<file path="src/inc/power_seq_pkg.sv">
// Package with types, register layout and timing constants of the power-state sequencer
package power_seq_pkg;

	// Clock rate
	localparam int CLK_MHZ = 25;

	// Cycle counter
	localparam int CNT_W = 20;
	typedef logic [CNT_W-1:0] count_t;

	// Times in microseconds and their cycle counts
	localparam int BUCK_TIMEOUT_US   = 2000;
	localparam int LRAIL_TIMEOUT_US  = 1000;
	localparam int GAIN_READ_US      = 50;
	localparam int DELAY_UNIT_US     = 100;
	localparam int SS_UNIT_US        = 10;
	localparam int CP_SETTLE_US      = 100;
	localparam count_t BUCK_TIMEOUT_CYCLES  = count_t'(BUCK_TIMEOUT_US * CLK_MHZ);
	localparam count_t LRAIL_TIMEOUT_CYCLES = count_t'(LRAIL_TIMEOUT_US * CLK_MHZ);
	localparam count_t GAIN_READ_CYCLES     = count_t'(GAIN_READ_US * CLK_MHZ);
	localparam count_t DELAY_UNIT_CYCLES    = count_t'(DELAY_UNIT_US * CLK_MHZ);
	localparam count_t SS_UNIT_CYCLES       = count_t'(SS_UNIT_US * CLK_MHZ);
	localparam count_t CP_SETTLE_CYCLES     = count_t'(CP_SETTLE_US * CLK_MHZ);

	// Register byte offsets
	localparam logic [11:0] CONFIG_OFFSET = 12'h000;
	localparam logic [11:0] STATUS_OFFSET = 12'h004;

	// Config register fields
	localparam int GAIN_FIELD_LSB    = 0;
	localparam int ANALOG_GAIN_BIT   = 4;
	localparam int TURNON_DELAY_LSB  = 8;
	localparam int SOFTSTART_LSB     = 12;
	localparam logic [3:0] GAIN_FIELD_RESET   = 4'h0;
	localparam logic       ANALOG_GAIN_RESET  = 1'b0;
	localparam logic [3:0] TURNON_DELAY_RESET = 4'h4;
	localparam logic [3:0] SOFTSTART_RESET    = 4'h3;

	// Status register fields
	localparam int STATE_LSB        = 0;
	localparam int GAIN_VALUE_LSB   = 4;
	localparam int BUCK_FAULT_BIT   = 8;
	localparam int LRAIL_FAULT_BIT  = 9;
	localparam int CONFIG_FAULT_BIT = 10;
	localparam int LRAIL_FAIL_BIT   = 11;

	localparam logic [3:0] RAMP_FULL = 4'hF;

	typedef enum logic [3:0] {
		off_state              = 4'h0,
		config_read_state      = 4'h1,
		buck_start_state       = 4'h2,
		gain_read_state        = 4'h3,
		turnon_delay_state     = 4'h4,
		logic_rail_start_state = 4'h5,
		wait_enable_state      = 4'h6,
		charge_pump_state      = 4'h7,
		active_state           = 4'h8,
		stop_state             = 4'h9,
		logic_rail_fail_state  = 4'hA
	} power_state_t;

	// Indications from pins and analog monitors, all asynchronous to pclk
	typedef struct packed {
		logic       supply_enable_pin;
		logic       driver_enable_pin;
		logic       battery_supply_ok;
		logic       config_mem_done;
		logic       config_mem_fault;
		logic       step_down_rail_good;
		logic       logic_supply_rail_good;
		logic       low_pump_good;
		logic       high_pump_good;
		logic [3:0] gain_pin_code;
	} sense_in_t;

	// Enables toward the power blocks
	typedef struct packed {
		logic       config_read_req;
		logic       buck_enable;
		logic       gain_sense_enable;
		logic       logic_rail_enable;
		logic [3:0] logic_rail_ramp;
		logic       adc_enable;
		logic       low_pump_enable;
		logic       high_pump_enable;
		logic       pwm_path_enable;
		logic [3:0] amp_gain;
	} power_ctrl_t;

endpackage : power_seq_pkg

</file>
<file path="src/rtl/sense_sync.sv">
// Two-stage synchroniser for the asynchronous sense inputs
`timescale 1ns/1ns
module sense_sync (
	input  wire logic                    pclk,     // Clock
	input  wire logic                    presetn,  // Asynchronous reset, active low
	input  wire power_seq_pkg::sense_in_t async_in, // Raw inputs
	output      power_seq_pkg::sense_in_t sync_out  // Synchronised inputs
);

	typedef struct packed {
		power_seq_pkg::sense_in_t meta;
		power_seq_pkg::sense_in_t stable;
	} sync_state_t;

	sync_state_t s;
	sync_state_t next_s;

	localparam int W = $bits(power_seq_pkg::sense_in_t);

	// First stage feeds only the second stage
	genvar i;
	generate
		for (i = 0; i < W; i++) begin : g_bit
			always_comb begin
				next_s.meta[i]   = async_in[i];
				next_s.stable[i] = s.meta[i];
			end
		end
	endgenerate

	always_ff @(posedge pclk or negedge presetn) begin
		if (!presetn) begin
			s <= '0;
		end else begin
			s <= next_s;
		end
	end

	assign sync_out = s.stable;

endmodule : sense_sync

</file>
<file path="src/rtl/gate_driver_power_state_fsm.sv">
// Power-state sequencer of the gate driver with its APB register slave
//
// Register access over APB and the register addresses are this design's own decisions.
`timescale 1ns/1ns
// Function
// - Buck starts only once battery lockout cleared and supply enable high, any order.
// - Reset holds the machine in the off state.
// - Configuration memory is read before any further block is enabled.
// - A configuration memory fault sends the machine to stop.
// - Buck enabled in buck start; rail timeout shuts buck and enters stop.
// - Gain pin sensed only with analog select; otherwise gain from register.
// - Logic rail ramps with delay and soft start, then waits for driver enable.
// - Stop after start-up fault persists until reset or driver enable toggle.
// - Register interface is refused while stopped.
// - Charge pumps enabled; move to active when both reach target.
// - Active state opens the PWM path.
// - Driver enable low in active: pumps off, PWM off, back to standby.
// - Logic rail failure after power-up enters fail state until supply enable toggle.
// - In the logic rail fail state buck and ADC keep running.
// - Soft-start time is writable over the register interface.
// - Turn-on delay is inserted after the gain period before the ramp.
// - High pump starts after low pump is good; PWM needs both good.
module gate_driver_power_state_fsm #(
	parameter power_seq_pkg::count_t BUCK_TIMEOUT  = power_seq_pkg::BUCK_TIMEOUT_CYCLES,  // Buck rail wait
	parameter power_seq_pkg::count_t LRAIL_TIMEOUT = power_seq_pkg::LRAIL_TIMEOUT_CYCLES  // Logic rail wait
) (
	input  wire logic                      pclk,     // Clock, 25 MHz
	input  wire logic                      presetn,  // Asynchronous reset, active low
	input  wire logic                      psel,     // APB select
	input  wire logic                      penable,  // APB enable
	input  wire logic                      pwrite,   // APB direction
	input  wire logic [11:0]               paddr,    // APB byte address
	input  wire logic [31:0]               pwdata,   // APB write data
	output      logic [31:0]               prdata,   // APB read data
	output      logic                      pready,   // APB ready
	output      logic                      pslverr,  // APB error
	input  wire power_seq_pkg::sense_in_t  sense,    // Pin and monitor inputs
	output      power_seq_pkg::power_ctrl_t ctrl     // Power block enables
);

	typedef struct packed {
		power_seq_pkg::power_state_t st;
		power_seq_pkg::count_t       cnt;
		logic [3:0]                  units;
		logic                        seen_low;
		logic [3:0]                  gain_field;
		logic                        analog_gain_select;
		logic [3:0]                  logic_rail_turnon_delay;
		logic [3:0]                  logic_rail_softstart_time;
		logic                        buck_fault;
		logic                        lrail_fault;
		logic                        config_fault;
		logic                        lrail_fail;
		logic [31:0]                 prdata;
		logic                        pready;
		logic                        pslverr;
		power_seq_pkg::power_ctrl_t  ctrl;
	} fsm_state_t;

	fsm_state_t                s;
	fsm_state_t                next_s;
	power_seq_pkg::sense_in_t  in;

	// Every sense input is a pin or an analog monitor output
	sense_sync u_sync (
		.pclk     (pclk),
		.presetn  (presetn),
		.async_in (sense),
		.sync_out (in)
	);

	logic stopped;
	logic access;
	logic hit_config;
	logic hit_status;
	logic [31:0] status_word;
	logic [31:0] config_word;

	always_comb begin
		stopped = (s.st == power_seq_pkg::stop_state);
		access = psel && penable;
		hit_config = (paddr[11:2] == power_seq_pkg::CONFIG_OFFSET[11:2]);
		hit_status = (paddr[11:2] == power_seq_pkg::STATUS_OFFSET[11:2]);
		config_word = '0;
		config_word[power_seq_pkg::GAIN_FIELD_LSB +: 4] = s.gain_field;
		config_word[power_seq_pkg::ANALOG_GAIN_BIT] = s.analog_gain_select;
		config_word[power_seq_pkg::TURNON_DELAY_LSB +: 4] = s.logic_rail_turnon_delay;
		config_word[power_seq_pkg::SOFTSTART_LSB +: 4] = s.logic_rail_softstart_time;
		status_word = '0;
		status_word[power_seq_pkg::STATE_LSB +: 4] = s.st;
		status_word[power_seq_pkg::GAIN_VALUE_LSB +: 4] = s.ctrl.amp_gain;
		status_word[power_seq_pkg::BUCK_FAULT_BIT] = s.buck_fault;
		status_word[power_seq_pkg::LRAIL_FAULT_BIT] = s.lrail_fault;
		status_word[power_seq_pkg::CONFIG_FAULT_BIT] = s.config_fault;
		status_word[power_seq_pkg::LRAIL_FAIL_BIT] = s.lrail_fail;
	end

	always_comb begin
		next_s = s;
		next_s.cnt = s.cnt + power_seq_pkg::count_t'(1);

		// APB slave: one wait state, write commits on the ready edge
		next_s.pready = 1'b0;
		next_s.pslverr = 1'b0;
		if (access && !s.pready) begin
			next_s.pready = 1'b1;
			next_s.prdata = '0;
			if (stopped) begin
				next_s.pslverr = 1'b1;
			end else if (hit_config) begin
				next_s.prdata = pwrite ? '0 : config_word;
			end else if (hit_status && !pwrite) begin
				next_s.prdata = status_word;
			end else begin
				next_s.pslverr = 1'b1;
			end
		end
		if (access && s.pready && pwrite && !s.pslverr && hit_config) begin
			next_s.gain_field = pwdata[power_seq_pkg::GAIN_FIELD_LSB +: 4];
			next_s.analog_gain_select = pwdata[power_seq_pkg::ANALOG_GAIN_BIT];
			next_s.logic_rail_turnon_delay = pwdata[power_seq_pkg::TURNON_DELAY_LSB +: 4];
			next_s.logic_rail_softstart_time = pwdata[power_seq_pkg::SOFTSTART_LSB +: 4];
		end

		unique case (s.st)
			power_seq_pkg::off_state: begin
				next_s.ctrl = '0;
				next_s.cnt = '0;
				// Either condition may come first; both must hold together
				if (in.battery_supply_ok && in.supply_enable_pin) begin
					next_s.st = power_seq_pkg::config_read_state;
					next_s.ctrl.config_read_req = 1'b1;
					next_s.buck_fault = 1'b0;
					next_s.lrail_fault = 1'b0;
					next_s.config_fault = 1'b0;
					next_s.lrail_fail = 1'b0;
				end
			end

			power_seq_pkg::config_read_state: begin
				next_s.cnt = '0;
				if (in.config_mem_fault) begin
					next_s.st = power_seq_pkg::stop_state;
					next_s.ctrl.config_read_req = 1'b0;
					next_s.config_fault = 1'b1;
					next_s.seen_low = 1'b0;
				end else if (in.config_mem_done) begin
					next_s.st = power_seq_pkg::buck_start_state;
					next_s.ctrl.config_read_req = 1'b0;
					next_s.ctrl.buck_enable = 1'b1;
				end
			end

			power_seq_pkg::buck_start_state: begin
				if (in.step_down_rail_good) begin
					next_s.cnt = '0;
					next_s.units = '0;
					if (s.analog_gain_select) begin
						next_s.st = power_seq_pkg::gain_read_state;
						next_s.ctrl.gain_sense_enable = 1'b1;
					end else begin
						next_s.st = power_seq_pkg::turnon_delay_state;
						next_s.ctrl.amp_gain = s.gain_field;
					end
				end else if (s.cnt >= BUCK_TIMEOUT - power_seq_pkg::count_t'(1)) begin
					next_s.st = power_seq_pkg::stop_state;
					next_s.ctrl.buck_enable = 1'b0;
					next_s.buck_fault = 1'b1;
					next_s.seen_low = 1'b0;
				end
			end

			power_seq_pkg::gain_read_state: begin
				if (s.cnt >= power_seq_pkg::GAIN_READ_CYCLES - power_seq_pkg::count_t'(1)) begin
					next_s.st = power_seq_pkg::turnon_delay_state;
					next_s.ctrl.gain_sense_enable = 1'b0;
					next_s.ctrl.amp_gain = in.gain_pin_code;
					next_s.cnt = '0;
					next_s.units = '0;
				end
			end

			power_seq_pkg::turnon_delay_state: begin
				// Delay in units; zero means ramp at once
				if (s.units == s.logic_rail_turnon_delay) begin
					next_s.st = power_seq_pkg::logic_rail_start_state;
					next_s.ctrl.logic_rail_enable = 1'b1;
					next_s.ctrl.logic_rail_ramp = '0;
					next_s.cnt = '0;
					next_s.units = '0;
				end else if (s.cnt >= power_seq_pkg::DELAY_UNIT_CYCLES - power_seq_pkg::count_t'(1)) begin
					next_s.cnt = '0;
					next_s.units = s.units + 4'h1;
				end
			end

			power_seq_pkg::logic_rail_start_state: begin
				if (s.ctrl.logic_rail_ramp != power_seq_pkg::RAMP_FULL) begin
					// Each ramp step lasts softstart_time plus one units
					if (s.cnt >= power_seq_pkg::SS_UNIT_CYCLES - power_seq_pkg::count_t'(1)) begin
						next_s.cnt = '0;
						if (s.units == s.logic_rail_softstart_time) begin
							next_s.units = '0;
							next_s.ctrl.logic_rail_ramp = s.ctrl.logic_rail_ramp + 4'h1;
						end else begin
							next_s.units = s.units + 4'h1;
						end
					end
				end else if (in.logic_supply_rail_good) begin
					next_s.st = power_seq_pkg::wait_enable_state;
					next_s.ctrl.adc_enable = 1'b1;
				end else if (s.cnt >= LRAIL_TIMEOUT - power_seq_pkg::count_t'(1)) begin
					next_s.st = power_seq_pkg::stop_state;
					next_s.ctrl = '0;
					next_s.lrail_fault = 1'b1;
					next_s.seen_low = 1'b0;
				end
			end

			power_seq_pkg::wait_enable_state: begin
				next_s.cnt = '0;
				if (!in.logic_supply_rail_good) begin
					next_s.st = power_seq_pkg::logic_rail_fail_state;
					next_s.ctrl.logic_rail_enable = 1'b0;
					next_s.lrail_fail = 1'b1;
					next_s.seen_low = 1'b0;
				end else if (in.driver_enable_pin) begin
					next_s.st = power_seq_pkg::charge_pump_state;
					next_s.ctrl.low_pump_enable = 1'b1;
				end
			end

			power_seq_pkg::charge_pump_state: begin
				if (!in.low_pump_good) begin
					next_s.cnt = '0;
				end else if (s.cnt >= power_seq_pkg::CP_SETTLE_CYCLES - power_seq_pkg::count_t'(1)) begin
					next_s.ctrl.high_pump_enable = 1'b1;
				end
				if (!in.logic_supply_rail_good) begin
					next_s.st = power_seq_pkg::logic_rail_fail_state;
					next_s.ctrl.logic_rail_enable = 1'b0;
					next_s.ctrl.low_pump_enable = 1'b0;
					next_s.ctrl.high_pump_enable = 1'b0;
					next_s.lrail_fail = 1'b1;
					next_s.seen_low = 1'b0;
				end else if (!in.driver_enable_pin) begin
					next_s.st = power_seq_pkg::wait_enable_state;
					next_s.ctrl.low_pump_enable = 1'b0;
					next_s.ctrl.high_pump_enable = 1'b0;
				end else if (s.ctrl.high_pump_enable && in.low_pump_good && in.high_pump_good) begin
					next_s.st = power_seq_pkg::active_state;
					next_s.ctrl.pwm_path_enable = 1'b1;
				end
			end

			power_seq_pkg::active_state: begin
				next_s.cnt = '0;
				if (!in.logic_supply_rail_good) begin
					next_s.st = power_seq_pkg::logic_rail_fail_state;
					next_s.ctrl.logic_rail_enable = 1'b0;
					next_s.ctrl.low_pump_enable = 1'b0;
					next_s.ctrl.high_pump_enable = 1'b0;
					next_s.ctrl.pwm_path_enable = 1'b0;
					next_s.lrail_fail = 1'b1;
					next_s.seen_low = 1'b0;
				end else if (!in.driver_enable_pin) begin
					next_s.st = power_seq_pkg::wait_enable_state;
					next_s.ctrl.low_pump_enable = 1'b0;
					next_s.ctrl.high_pump_enable = 1'b0;
					next_s.ctrl.pwm_path_enable = 1'b0;
				end
			end

			power_seq_pkg::stop_state: begin
				// Restart needs a low then a high on driver enable
				next_s.ctrl = '0;
				next_s.cnt = '0;
				if (!in.driver_enable_pin) begin
					next_s.seen_low = 1'b1;
				end else if (s.seen_low) begin
					next_s.st = power_seq_pkg::off_state;
					next_s.seen_low = 1'b0;
				end
			end

			power_seq_pkg::logic_rail_fail_state: begin
				// Buck and ADC stay up so the fault can still be observed
				next_s.ctrl.buck_enable = 1'b1;
				next_s.ctrl.adc_enable = 1'b1;
				next_s.ctrl.logic_rail_enable = 1'b0;
				next_s.ctrl.pwm_path_enable = 1'b0;
				next_s.cnt = '0;
				if (!in.supply_enable_pin) begin
					next_s.seen_low = 1'b1;
				end else if (s.seen_low) begin
					next_s.st = power_seq_pkg::off_state;
					next_s.seen_low = 1'b0;
				end
			end

			default: begin
				next_s.st = power_seq_pkg::off_state;
				next_s.ctrl = '0;
			end
		endcase
	end

	always_ff @(posedge pclk or negedge presetn) begin
		if (!presetn) begin
			s <= '0;
			s.st <= power_seq_pkg::off_state;
			s.gain_field <= power_seq_pkg::GAIN_FIELD_RESET;
			s.analog_gain_select <= power_seq_pkg::ANALOG_GAIN_RESET;
			s.logic_rail_turnon_delay <= power_seq_pkg::TURNON_DELAY_RESET;
			s.logic_rail_softstart_time <= power_seq_pkg::SOFTSTART_RESET;
		end else begin
			s <= next_s;
		end
	end

	assign prdata = s.prdata;
	assign pready = s.pready;
	assign pslverr = s.pslverr;
	assign ctrl = s.ctrl;

endmodule : gate_driver_power_state_fsm

</file>
<file path="config.mk">
export PLATFORM = sky130hd
export DESIGN_NAME = gate_driver_power_state_fsm
export DESIGN_NICKNAME = d
export VERILOG_FILES = /design/src/inc/power_seq_pkg.sv /design/src/rtl/sense_sync.sv /design/src/rtl/gate_driver_power_state_fsm.sv
export SDC_FILE = /design/constraint.sdc
export NUM_CORES = 1
export LEC_CHECK = 0
export BUFFER_PORTS_ARGS = -buffer_cell sky130_fd_sc_hd__buf_2
export CAP_MARGIN = 20
export CORE_UTILIZATION = 55
export DETAILED_ROUTE_END_ITERATION = 10
export MAX_ROUTING_LAYER = met4
export PLACE_DENSITY = 0.87
export SLEW_MARGIN = 20
export SYNTH_ARGS = -nofsm -noshare
export SYNTH_HDL_FRONTEND = slang
export SYNTH_SLANG_ARGS = --single-unit
</file>
<file path="constraint.sdc">
create_clock -name pclk -period 6.1 [get_ports pclk]
set_clock_uncertainty 0.1 [all_clocks]
set_input_delay 0.305 -clock pclk [delete_from_list [all_inputs] [get_ports pclk]]
set_output_delay 0.305 -clock pclk [all_outputs]
set_load 0.005 [all_outputs]
</file>
==> Yosys cells after proc, flatten, opt, wreduce, memory -nomap -nowiden <==
Index checks and enable logic that the tools add are counted.
{ "op_classes": {"n_addsub": 3, "n_lt_le_gt_ge": 5, "n_eq_ne": 52, "n_mux": 102, "n_bitwise": 9, "reduce_logical": 49} }
{ "op_table": {"columns": ["cell", "n"], "rows": [
  ["$mux W24", 5],
  ["$pmux W20 S6", 1],
  ["$mux W4", 28],
  ["$mux W16", 4],
  ["$pmux W4 S11", 1],
  ["$mux W1", 33],
  ["$pmux W4 S4", 2],
  ["$reduce_and A8 Y1", 4],
  ["$ne A2 B2 Y1 const B", 15],
  ["$mux W28", 1],
  ["$ne A3 B3 Y1 const B", 7],
  ["$reduce_and A7 Y1", 3],
  ["$reduce_or A7 Y1", 3],
  ["$add A20 B1 Y20 const B", 1],
  ["$ge A20 B11 Y1 const B", 1],
  ["$ge A20 B12 Y1 const B", 1],
  ["$ge A20 B15 Y1 const B", 1],
  ["$ge A20 B16 Y1 const B", 1],
  ["$ge A20 B8 Y1 const B", 1],
  ["$mux W20", 1],
  ["$pmux W1 S4", 5],
  ["$ne A2 B1 Y1 const B", 9],
  ["$reduce_and A6 Y1", 3],
  ["$reduce_or A6 Y1", 3],
  ["other kinds (35)", 86]
]} }
{ "word_totals": {"register_bits": 106, "in_bits": 62, "output_inout_bits": 50, "wordCells": 265} }

==> Logic depth before layout (Yosys ltp) <==
Gate-level depths: netlist of run 1.
{ "logic_depth": {"word_depth": 6, "depth_mapped": 9, "mapped_depth_nobuf": 8} }

==> Hierarchy <==
A second synthesis of run 1 with hierarchy kept.
{ "unflattened": {"cells_unflattened": 581, "hier_area_um2": 5631.7} }
{ "modules_own_cells": {"columns": ["mod", "instances", "cells_per_inst", "area_each_um2", "seq_area_each_um2"], "rows": [
  ["gate_driver_power_state_fsm", 1, 555, 4981.0, 2005.7],
  ["sense_sync", 1, 26, 650.6, 650.6]
]} }

==> Least setup slack after synthesis of run 1 <==
No wires, ideal clock.
{ "synth_path": {"path_type": "reg-to-reg", "from": "register s[71] in the netlist's numbering", "to": "register s[93] in the netlist's numbering", "setup_ns": 0.125, "arrival_ns": 2.589, "required_time_ns": 5.875, "path_slack_ns": 3.286, "stages_incl_launch_ff": 8, "path_buffers": 1, "synth_period_minus_slack_ns": 2.814, "path_cell_list": "dfrtp_1 xor2_1 o41a_1 a221o_1 or4_1 or3_1 buf_6 mux2_4"} }
{ "synth_via": {"elab_chain_len": 3} }
{ "synth_rtl": {"columns": ["element", "line_no", "text"], "rows": [
  ["start: declaration", "gate_driver_power_state_fsm.sv:60", "fsm_state_t s;"],
  ["start signal: assignment", "gate_driver_power_state_fsm.sv:317", "s <= next_s;"],
  ["$eq A4 B4 Y1", "gate_driver_power_state_fsm.sv:185", "if (s.units == s.logic_rail_turnon_delay) begin"],
  ["$ne A2 B2 Y1 (no line)", null, null],
  ["$reduce_and A12 Y1 (no line)", null, null]
]} }
No other way between the ends.
A chain may end at the register's enable or synchronous reset.

==> Worst setup path after layout of run 1 <==
{ "layout_path": {"from": "register s[93] in the netlist's numbering", "to": "register s[93] in the netlist's numbering"} }
{ "layout_via": {"elab_chain_len": 3, "word_cells_on_any_way": 28, "classes_between": "eq/ne: 22; mux: 4; reduce/logical: 2"} }
{ "layout_rtl": {"columns": ["element", "line_no", "text"], "rows": [
  ["$eq A4 B3 Y1 (tied with other cells)", "gate_driver_power_state_fsm.sv:125", "unique case (s.st)"],
  ["$ne A4 B4 Y1 (no line) (tied with other cells)", null, null],
  ["$reduce_and A12 Y1 (no line) or $pmux W4 S11 (tied branches)", null, null]
]} }
Several ways; a longest one is shown, not always the timed one. The select of a mux whose other input is x is not followed.

==> summary.txt, run 1 <==
run status: finished, final reports clean
# placed instances: 748
gpl congestion: 0.905
Final Hold Vio Count: 0
Die X: 104 um
Post-Synth Simple-Gate Area: 18.5%
IO Port Bufs: 74
Worst-Skew Late Latency: 0.39 ns
die height: 104 um
DRC Markers: 0
synthesized flop and latch total: 106
die area: 10800 um2
final std cells w/o fill: 778
area fraction in compound gates after synthesis: 15.2%
share of cells above drive strength 1: 20.2%
# diodes: 0
largest net degree at the start of global routing: 73
remaining antenna violation count: 0
clock network fraction of total power: 22.8%
# resized after CTS: 0
post-layout min period: 3.29 ns
TritonCTS buffer count: 9
Post-synth top cells: dfrtp_1 (103), nor2_1 (52), nand2_1 (49), buf_4 (48), a21oi_1 (35)
Critical Path Source Type: flop
CTS tree: done
DR vias: 4610
Worst slew margin: 24.8%
Worst EP required: 6.29 ns
post-synthesis mux area share: 4.39%
CTS clk-pin slew, worst paths: 0.11 ns
Syn. warnings: 0
Synth async-reset ratio: 100%
# Max-Cap Violations: 0
Starting Density: 57.8%
DP HPWL: 9.36 mm
count leader, synth: dfrtp_1
standard-cell row count: 36
Top FF cell, synth: dfrtp_1
CP max FO: 16
root buf cell: clkbuf_8
Max VDD drop: 204 uV
HP Class: in -> reg
Final TNS setup: 0 ns
number of synthesized flops with an enable pin: 0
I/O Pins: 112
number of detailed-route iterations in the first pass: 5
post-CTS setup buffer count: 0
CTS max path bufs: 2
Pins Over Slew Limit: 0
Comb pwr share: 39.0%
largest family of logic cells by synthesized area: simple AND/OR/NAND/NOR gates
Gate Count Post-Synth: 602
core area: 9910 um2
initial antenna violation count: 0
Switching Power: 0.829 mW
syn avg cell area: 9.51 um2
number of global-route vias before repair: 4436
Sw Ratio: 38.2%
Setup crit end kind: flop
drt via density: 5.93
synthesized area: 5730 um2
Pint: 1.34 mW
post-layout util: 63.1%
R2R setup slack: 2.81 ns
WL/cell: 17.4 um
sequential area share after synthesis: 46.4%
first-pass GRT wire length: 22.3 mm
post-synth cell types: 74
Adder-Cell Fraction of Synth Area: 1.27%
final setup fails: 0
share of the synthesized area in the top cell type: 45.0%
Period Utilization, post-route: 54.0%
synthesis-to-finish area growth: 9.16%
final global-route overflow total: 0
H-tree depth: 3
power density over the cells: 347 nW/um2
Lkg Pwr: 2.94 nW
Total Routed Length: 13.5 mm
TritonCTS sink count: 106
Synth area leader: dfrtp_1
RSZ-0062 raised after global routing: no
arrival time at the worst endpoint: 3.48 ns
Synth Area in XOR/XNOR: 4.44%
Slew @ Worst Pin: 1.12 ns
Overall Global Routing Usage: 26.9%
critical path class: reg -> reg
sequential power share: 38.2%
ranking of synthesized cells by area: dfrtp_1 (45%), buf_4 (6.3%), nor2_1 (3.4%), nand2_1 (3.2%), mux2_2 (3.1%)
FMAX: 0.304 GHz
initial DRC count: 377
final-stage net count: 707
-- critical path, stage by stage, from the launching register on --
cell     delay (ns)
dfrtp_1        0.69
buf_4          0.31
nor4b_1        0.84
and2_1         0.34
o311a_1        0.20
or4_1          0.12
or3_1          0.25
mux2_4         0.32
-- state kept, by name, summed over array words and instances, names as in the netlist --
register	cells
config_word	13
u_sync.sync_out	13
u_sync.next_s	13
ctrl	16
prdata	16
pslverr	1
pready	1
s	33
-- cell type report --
cell class	count	area, um2
tap	133	166
inverter	16	60.1
clock inverter	7	113
sequential	106	2660
multi-input combinational	412	2560
timing repair buffer	95	566
fill	833	3660
clock buffer	9	124
-- power by group through the flow --
stage	Combinational, mW	Sequential [mW]	Clock (mW)
after detailed placement	0.823	0.841	0
after CTS	0.835	0.828	0.504
after global placement	0.809	0.840	0
after floorplan	0.673	0.824	0
final	0.847	0.829	0.495
after global routing	0.933	0.837	0.534
-- per-stage QoR --
step / hold WS [ns] / total power [mW] / worst slack, ns / area, um2
2_1_floorplan: -0.0906 / 1.50 / 3.29 / 5780
3_3_place_gp: 0.164 / 1.65 / 2.86 / 5870
3_5_place_dp: 0.176 / 1.66 / 2.89 / 5870
4_1_cts: 0.0282 / 2.17 / 2.87 / 6250
5_1_grt: 0.0274 / 2.30 / 2.59 / 6250
6_report: 0.0439 / 2.17 / 2.81 / 6250
-- routing by layer --
metal / GRT usage (%) / share of wire, % / vias up
li1: - / - / 2150
met1: 35.4 / 43 / 2248
met2: 40.0 / 49 / 187
met3: 5.83 / 6.2 / 25
met4: 12.3 / 2.0 / 0
met5: - / 0 / -
-- worst paths after layout --
path	from	depth (start not counted)	end
worst max-delay path	s[93]$_DFFE_PN0P_	7	s[93]$_DFFE_PN0P_
max in group asynchronous	presetn	3	ctrl[6]$_DFFE_PN0P_
worst min register to register	u_sync.next_s[6]$_DFF_PN0_	0	u_sync.sync_out[6]$_DFF_PN0_
worst min-delay path	pwdata[12]	2	config_word[12]$_DFFE_PN1P_
min in group asynchronous	presetn	2	s[81]$_DFF_PN0_
worst max register to register	s[93]$_DFFE_PN0P_	7	s[93]$_DFFE_PN0P_
-- what timing repair did --
item,4_1_cts,5_1_grt
endpoints found under the hold margin,47,0
hold buffers,14,0
endpoints found under the setup margin,0,0
-- layout by cell type (no fill, tap or decap), types with 6 or more instances in the layout --
cell,n
nor3_1,21
a22o_1,10
o22ai_1,8
inv_1,15
or4_1,6
nand2_1,49
nor4_1,6
xor2_1,9
xnor2_1,20
o21a_1,6
o21ai_0,20
conb_1,16
nor2b_1,6
dfrtp_1,103
mux2_2,16
nor2_1,52
clkbuf_8,9
a21oi_1,35
buf_4,8
nand4_1,6
buf_2,73
nand3_1,24
dlygate4sd3_1,14
a31oi_1,7
-- cell families (layout without fill, tap and decap cells) --
family	after synthesis	in the layout
multiplexers	22	22
buffers and inverters	99	127
adder cells (fa/ha/maj)	6	6
XOR/XNOR	29	29
AO/OA/AOI/OAI	129	129
other	1	16
AND/OR/NAND/NOR	210	210
flip-flops	106	106
(Power assumes the default switching activity.)
==> run 2: changes to the inputs <==
- CORE_UTILIZATION: 55 -> 50
- PLACE_DENSITY: 0.87 -> 0.83
- clock period: 6.1 -> 2.85 ns (I/O delays scaled with it)
==> summary.txt, run 2 (synthesis gave the netlist of run 1 again) <==
run status: finished, final reports clean
# diodes: 0
Final Hold Vio Count: 0
CTS clk-pin slew, worst paths: 0.07 ns
standard-cell row count: 38
number of global-route vias before repair: 4545
DP HPWL: 9.96 mm
core area: 11000 um2
initial antenna violation count: 0
RSZ-0062 raised after global routing: no
Pins Over Slew Limit: 0
WL/cell: 16.7 um
R2R setup slack: 0.05 ns
DRC Markers: 0
final global-route overflow total: 0
IO Port Bufs: 74
final setup fails: 0
final instance area: 6740 um2
Worst slew margin: 51.1%
largest net degree at the start of global routing: 60
Worst-Skew Late Latency: 0.35 ns
remaining antenna violation count: 0
first-pass GRT wire length: 22.4 mm
H-tree depth: 3
number of detailed-route iterations in the first pass: 7
CP max stage delay: 0.55 ns
TritonCTS buffer count: 9
synthesis-to-finish area growth: 17.6%
initial DRC count: 381
FMAX: 0.357 GHz
Slew @ Worst Pin: 0.734 ns
I/O Pins: 112
die area: 11900 um2
gpl congestion: 0.946
CTS max path bufs: 2
worst setup margin: 0.0469 ns
area occupied by multi-input gates: 2580 um2
Overall Global Routing Usage: 25.5%
DR vias: 4770
CP max FO: 3
Max VDD drop: 357 uV
Hold Path Origin: pwrite
Starting Density: 52.1%
worst-case reg-to-reg path depth: 6
HP Class: in -> reg
post-CTS setup buffer count: 0
drt via density: 5.73
Final TNS setup: 0 ns
reg2reg end: s[95]$_DFFE_PN0P_
CP max-delay cell: or4_4
Period Utilization, post-route: 98.4%
critical-path cell list: xor2_1, o41a_1, a221o_1, or4_4, or3_4, mux2_4
Critical Path Source Type: flop
Die X: 109 um
commonest cells after routing, fill and taps aside: dfrtp_1 (102), buf_2 (73), nor2_1 (52)
# fillers: 900
power density over the cells: 761 nW/um2
CTS tree: done
post-layout util: 61.3%
Total Routed Length: 13.9 mm
commonest non-fill, non-tap cell in the layout: dfrtp_1
Reg area: 2660 um2
critical path class: reg -> reg
pre-CTS setup slack: -0.00832 ns
# Max-Cap Violations: 0
Setup crit end kind: flop
Worst EP required: 2.99 ns
post-layout min period: 2.80 ns
Placed Area: 6150 um2
max FFs per register: 33
RR Startpoint: config_word[9]$_DFFE_PN0P_
die height: 109 um
share of cells above drive strength 1: 24.1%
root buf cell: clkbuf_16
final-stage net count: 754
Lkg Pwr: 3.20 nW
arrival time at the worst endpoint: 2.94 ns
Most flops, register: s
final std cells w/o fill: 832
hold path depth: 3
TritonCTS sink count: 106
WHS Endpoint: pslverr$_DFF_PN0_
# placed instances: 788
-- run 2: cell count changes in the layout (fill, tap and decap cells not counted), sizes merged --
| cell | delta |
|---|---|
| buf | +33 |
| dlygate4sd3 | +14 |
| bufinv | -2 |
| clkbuf | +2 |
| inv | +2 |
| clkinv | -1 |
| clkinvlp | -1 |
-- run 2: report_power, final --
part | internal (mW) | switching (mW) | total [mW]
Combinational | 0.918 | 1.16 | 2.08
Sequential | 1.66 | 0.158 | 1.81
Clock | 0.655 | 0.577 | 1.23
-- run 2: routing by layer --
metal / global-route usage [%] / wire, um
met1: 32.4 / 6240
met4: 7.92 / 261
met5: - / 0
met3: 4.78 / 821
met2: 41.2 / 6600
-- run 2: repair_timing --
action,in CTS,in global routing
setup endpoints to repair,2,5
gates resized for setup,1,3
hold buffers,28,0
hold endpoints to repair,82,0
pin swaps,0,1
-- run 2: cell type report --
cell class	count	share of cell area (%)
well taps	140	2.60
multi-input cells	412	38.3
inverters	16	0.892
clock inverters	5	0.632
flip-flops and latches	106	39.5
clock buffers	11	3.75
repair buffers	142	14.3
-- run 2: worst max-delay path by stage --
stage / start / to / slack [ns] / cells after the start
2_1_floorplan: s[71]$_DFFE_PN0P_ / s[93]$_DFFE_PN0P_ / 0.04 / 7
3_3_place_gp: config_word[10]$_DFFE_PN1P_ / s[93]$_DFFE_PN0P_ / 0.04 / 6
3_5_place_dp: config_word[10]$_DFFE_PN1P_ / s[95]$_DFFE_PN0P_ / -0.008 / 6
4_1_cts: config_word[10]$_DFFE_PN1P_ / s[95]$_DFFE_PN0P_ / 0.01 / 6
5_1_grt: config_word[9]$_DFFE_PN0P_ / s[95]$_DFFE_PN0P_ / 0.02 / 6
6_report: config_word[9]$_DFFE_PN0P_ / s[95]$_DFFE_PN0P_ / 0.05 / 6
-- run 2: per-stage QoR --
step | hold WS [ns] | total power [mW]
after global placement | 0.144 | 3.77
final | 0.0549 | 5.12
after global routing | 0.0946 | 5.40
after CTS | 0.0429 | 5.09
after floorplan | -0.253 | 3.20
after detailed placement | 0.150 | 3.82
-- run 2: critical path, delay by kind of cell, from the launching register on --
kind             cells  cell delay [ns]
AND/OR/NAND/NOR      2             0.96
flip-flops           1             0.40
multiplexers         1             0.31
AO/OA/AOI/OAI        2             0.75
XOR/XNOR             1             0.18
==> run 3: changes to the inputs <==
- CORE_MARGIN: unset -> 3
==> summary.txt, run 3 (synthesis gave the netlist of run 1 again) <==
run status: finished, final reports clean
# Max-Cap Violations: 0
Max VDD drop: 434 uV
final-stage net count: 750
gpl congestion: 0.911
arrival time at the worst endpoint: 2.90 ns
final std cells w/o fill: 828
post-layout min period: 2.76 ns
synthesis-to-finish area growth: 17.2%
number of global-route vias before repair: 4676
CP max FO: 3
Slew @ Worst Pin: 0.882 ns
commonest non-fill, non-tap cell in the layout: dfrtp_1
H-tree depth: 3
initial DRC count: 274
initial antenna violation count: 0
Overall Global Routing Usage: 23.1%
Worst slew margin: 41.2%
Min Hold Slack: 0.0527 ns
die height: 113 um
Pins Over Slew Limit: 0
# fillers: 893
TritonCTS sink count: 106
final setup fails: 0
RSZ-0062 raised after global routing: no
IO Port Bufs: 74
share of cells above drive strength 1: 23.5%
Critical Path Source Type: flop
CTS max path bufs: 2
remaining antenna violation count: 0
FMAX: 0.362 GHz
CTS clk-pin slew, worst paths: 0.07 ns
root buf cell: clkbuf_16
Die X: 113 um
standard-cell row count: 38
CTS tree: done
core area: 11000 um2
largest net degree at the start of global routing: 70
max FFs per register: 33
power density over the cells: 752 nW/um2
Worst-Skew Late Latency: 0.35 ns
DRC Markers: 0
first-pass GRT wire length: 23.2 mm
TritonCTS buffer count: 9
number of detailed-route iterations in the first pass: 5
# placed instances: 783
DP HPWL: 9.93 mm
final global-route overflow total: 0
post-layout util: 60.8%
Most flops, register: s
Starting Density: 51.9%
I/O Pins: 112
Period Utilization, post-route: 96.8%
die area: 12800 um2
Total Routed Length: 13.8 mm
critical path class: reg -> reg
DR vias: 4656
Setup crit end kind: flop
commonest cells after routing, fill and taps aside: dfrtp_1 (103), buf_2 (73), nor2_1 (52)
drt via density: 5.62
# diodes: 0
WL/cell: 16.6 um
Lkg Pwr: 3.17 nW
Final Hold Vio Count: 0
HP Class: in -> reg
Worst EP required: 2.99 ns
-- run 3: cell count changes in the layout (fill, tap and decap cells not counted), moves of 2 or more --
cell | previous run | this run
inv_6 | 3 | 0
clkinv_4 | 0 | 2
clkbuf_1 | 0 | 2
buf_4 | 40 | 35
-- run 3: path summary, 6_finish.rpt --
| path | slack, ns | endpoint | cells after the start | start |
|---|---|---|---|---|
| hold reg to reg | 0.25 | u_sync.sync_out[6]$_DFF_PN0_ | 0 | u_sync.next_s[6]$_DFF_PN0_ |
| hold / removal | 0.05 | pslverr$_DFF_PN0_ | 3 | pwrite |
| min in group asynchronous | 0.36 | prdata[13]$_DFFE_PN0P_ | 2 | presetn |
| setup reg to reg | 0.09 | s[93]$_DFFE_PN0P_ | 6 | config_word[10]$_DFFE_PN1P_ |
| max in group asynchronous | 1.52 | config_word[10]$_DFFE_PN1P_ | 3 | presetn |
| setup / recovery | 0.09 | s[93]$_DFFE_PN0P_ | 6 | config_word[10]$_DFFE_PN1P_ |
-- run 3: where the power goes --
| part | switching [mW] | total (mW) | internal [mW] | leakage [nW] |
|---|---|---|---|---|
| Sequential | 0.144 | 1.80 | 1.66 | 1.39 |
| Combinational | 1.15 | 2.08 | 0.932 | 1.65 |
| Clock | 0.544 | 1.17 | 0.626 | 0.135 |
| Total | 1.83 | 5.05 | 3.21 | 3.17 |
-- run 3: stage by stage --
step / cell area, um2 / power (mW) / setup TNS [ns] / worst slack, ns
final: 6710 / 5.05 / 0 / 0.0905
after detailed placement: 6120 / 3.81 / -0.0140 / -0.0114
after floorplan: 5780 / 3.20 / 0 / 0.0359
after global routing: 6710 / 5.38 / 0 / 0.00962
after CTS: 6690 / 5.04 / 0 / 0.00351
after global placement: 6120 / 3.77 / 0 / 0.0497
-- run 3: metal layers --
layer | global-route usage (%) | vias to the layer above | part of all wire [%]
met1 | 30.2 | 2234 | 45
met2 | 36.8 | 160 | 48
met5 | - | - | 0
met3 | 4.76 | 17 | 5.3
li1 | - | 2245 | -
met4 | 6.73 | 0 | 1.5
-- run 3: final cells by class --
| cell class | count | area [um2] | area share (%) |
|---|---|---|---|
| timing repair buffer | 138 | 948 | 14.1 |
| multi-input combinational | 412 | 2590 | 38.6 |
| tap | 140 | 175 | 2.61 |
| clock inverter | 4 | 36.3 | 0.541 |
| inverter | 16 | 60.1 | 0.895 |
| sequential | 106 | 2660 | 39.6 |
| clock buffer | 12 | 246 | 3.67 |
-- run 3: repair_timing --
action / 4_1_cts / 5_1_grt
buffers inserted: 0 / 1
pin swaps: 0 / 2
hold buffers: 28 / 0
hold endpoints to repair: 93 / 0
gates resized for setup: 1 / 3
endpoints found under the setup margin: 4 / 4
-- run 3: critical path: stages (launching register included) --
cell	delay, ns
dfstp_2	0.55
xor2_1	0.08
o41a_1	0.42
a221o_1	0.28
or4_4	0.53
or3_4	0.37
mux2_4	0.30
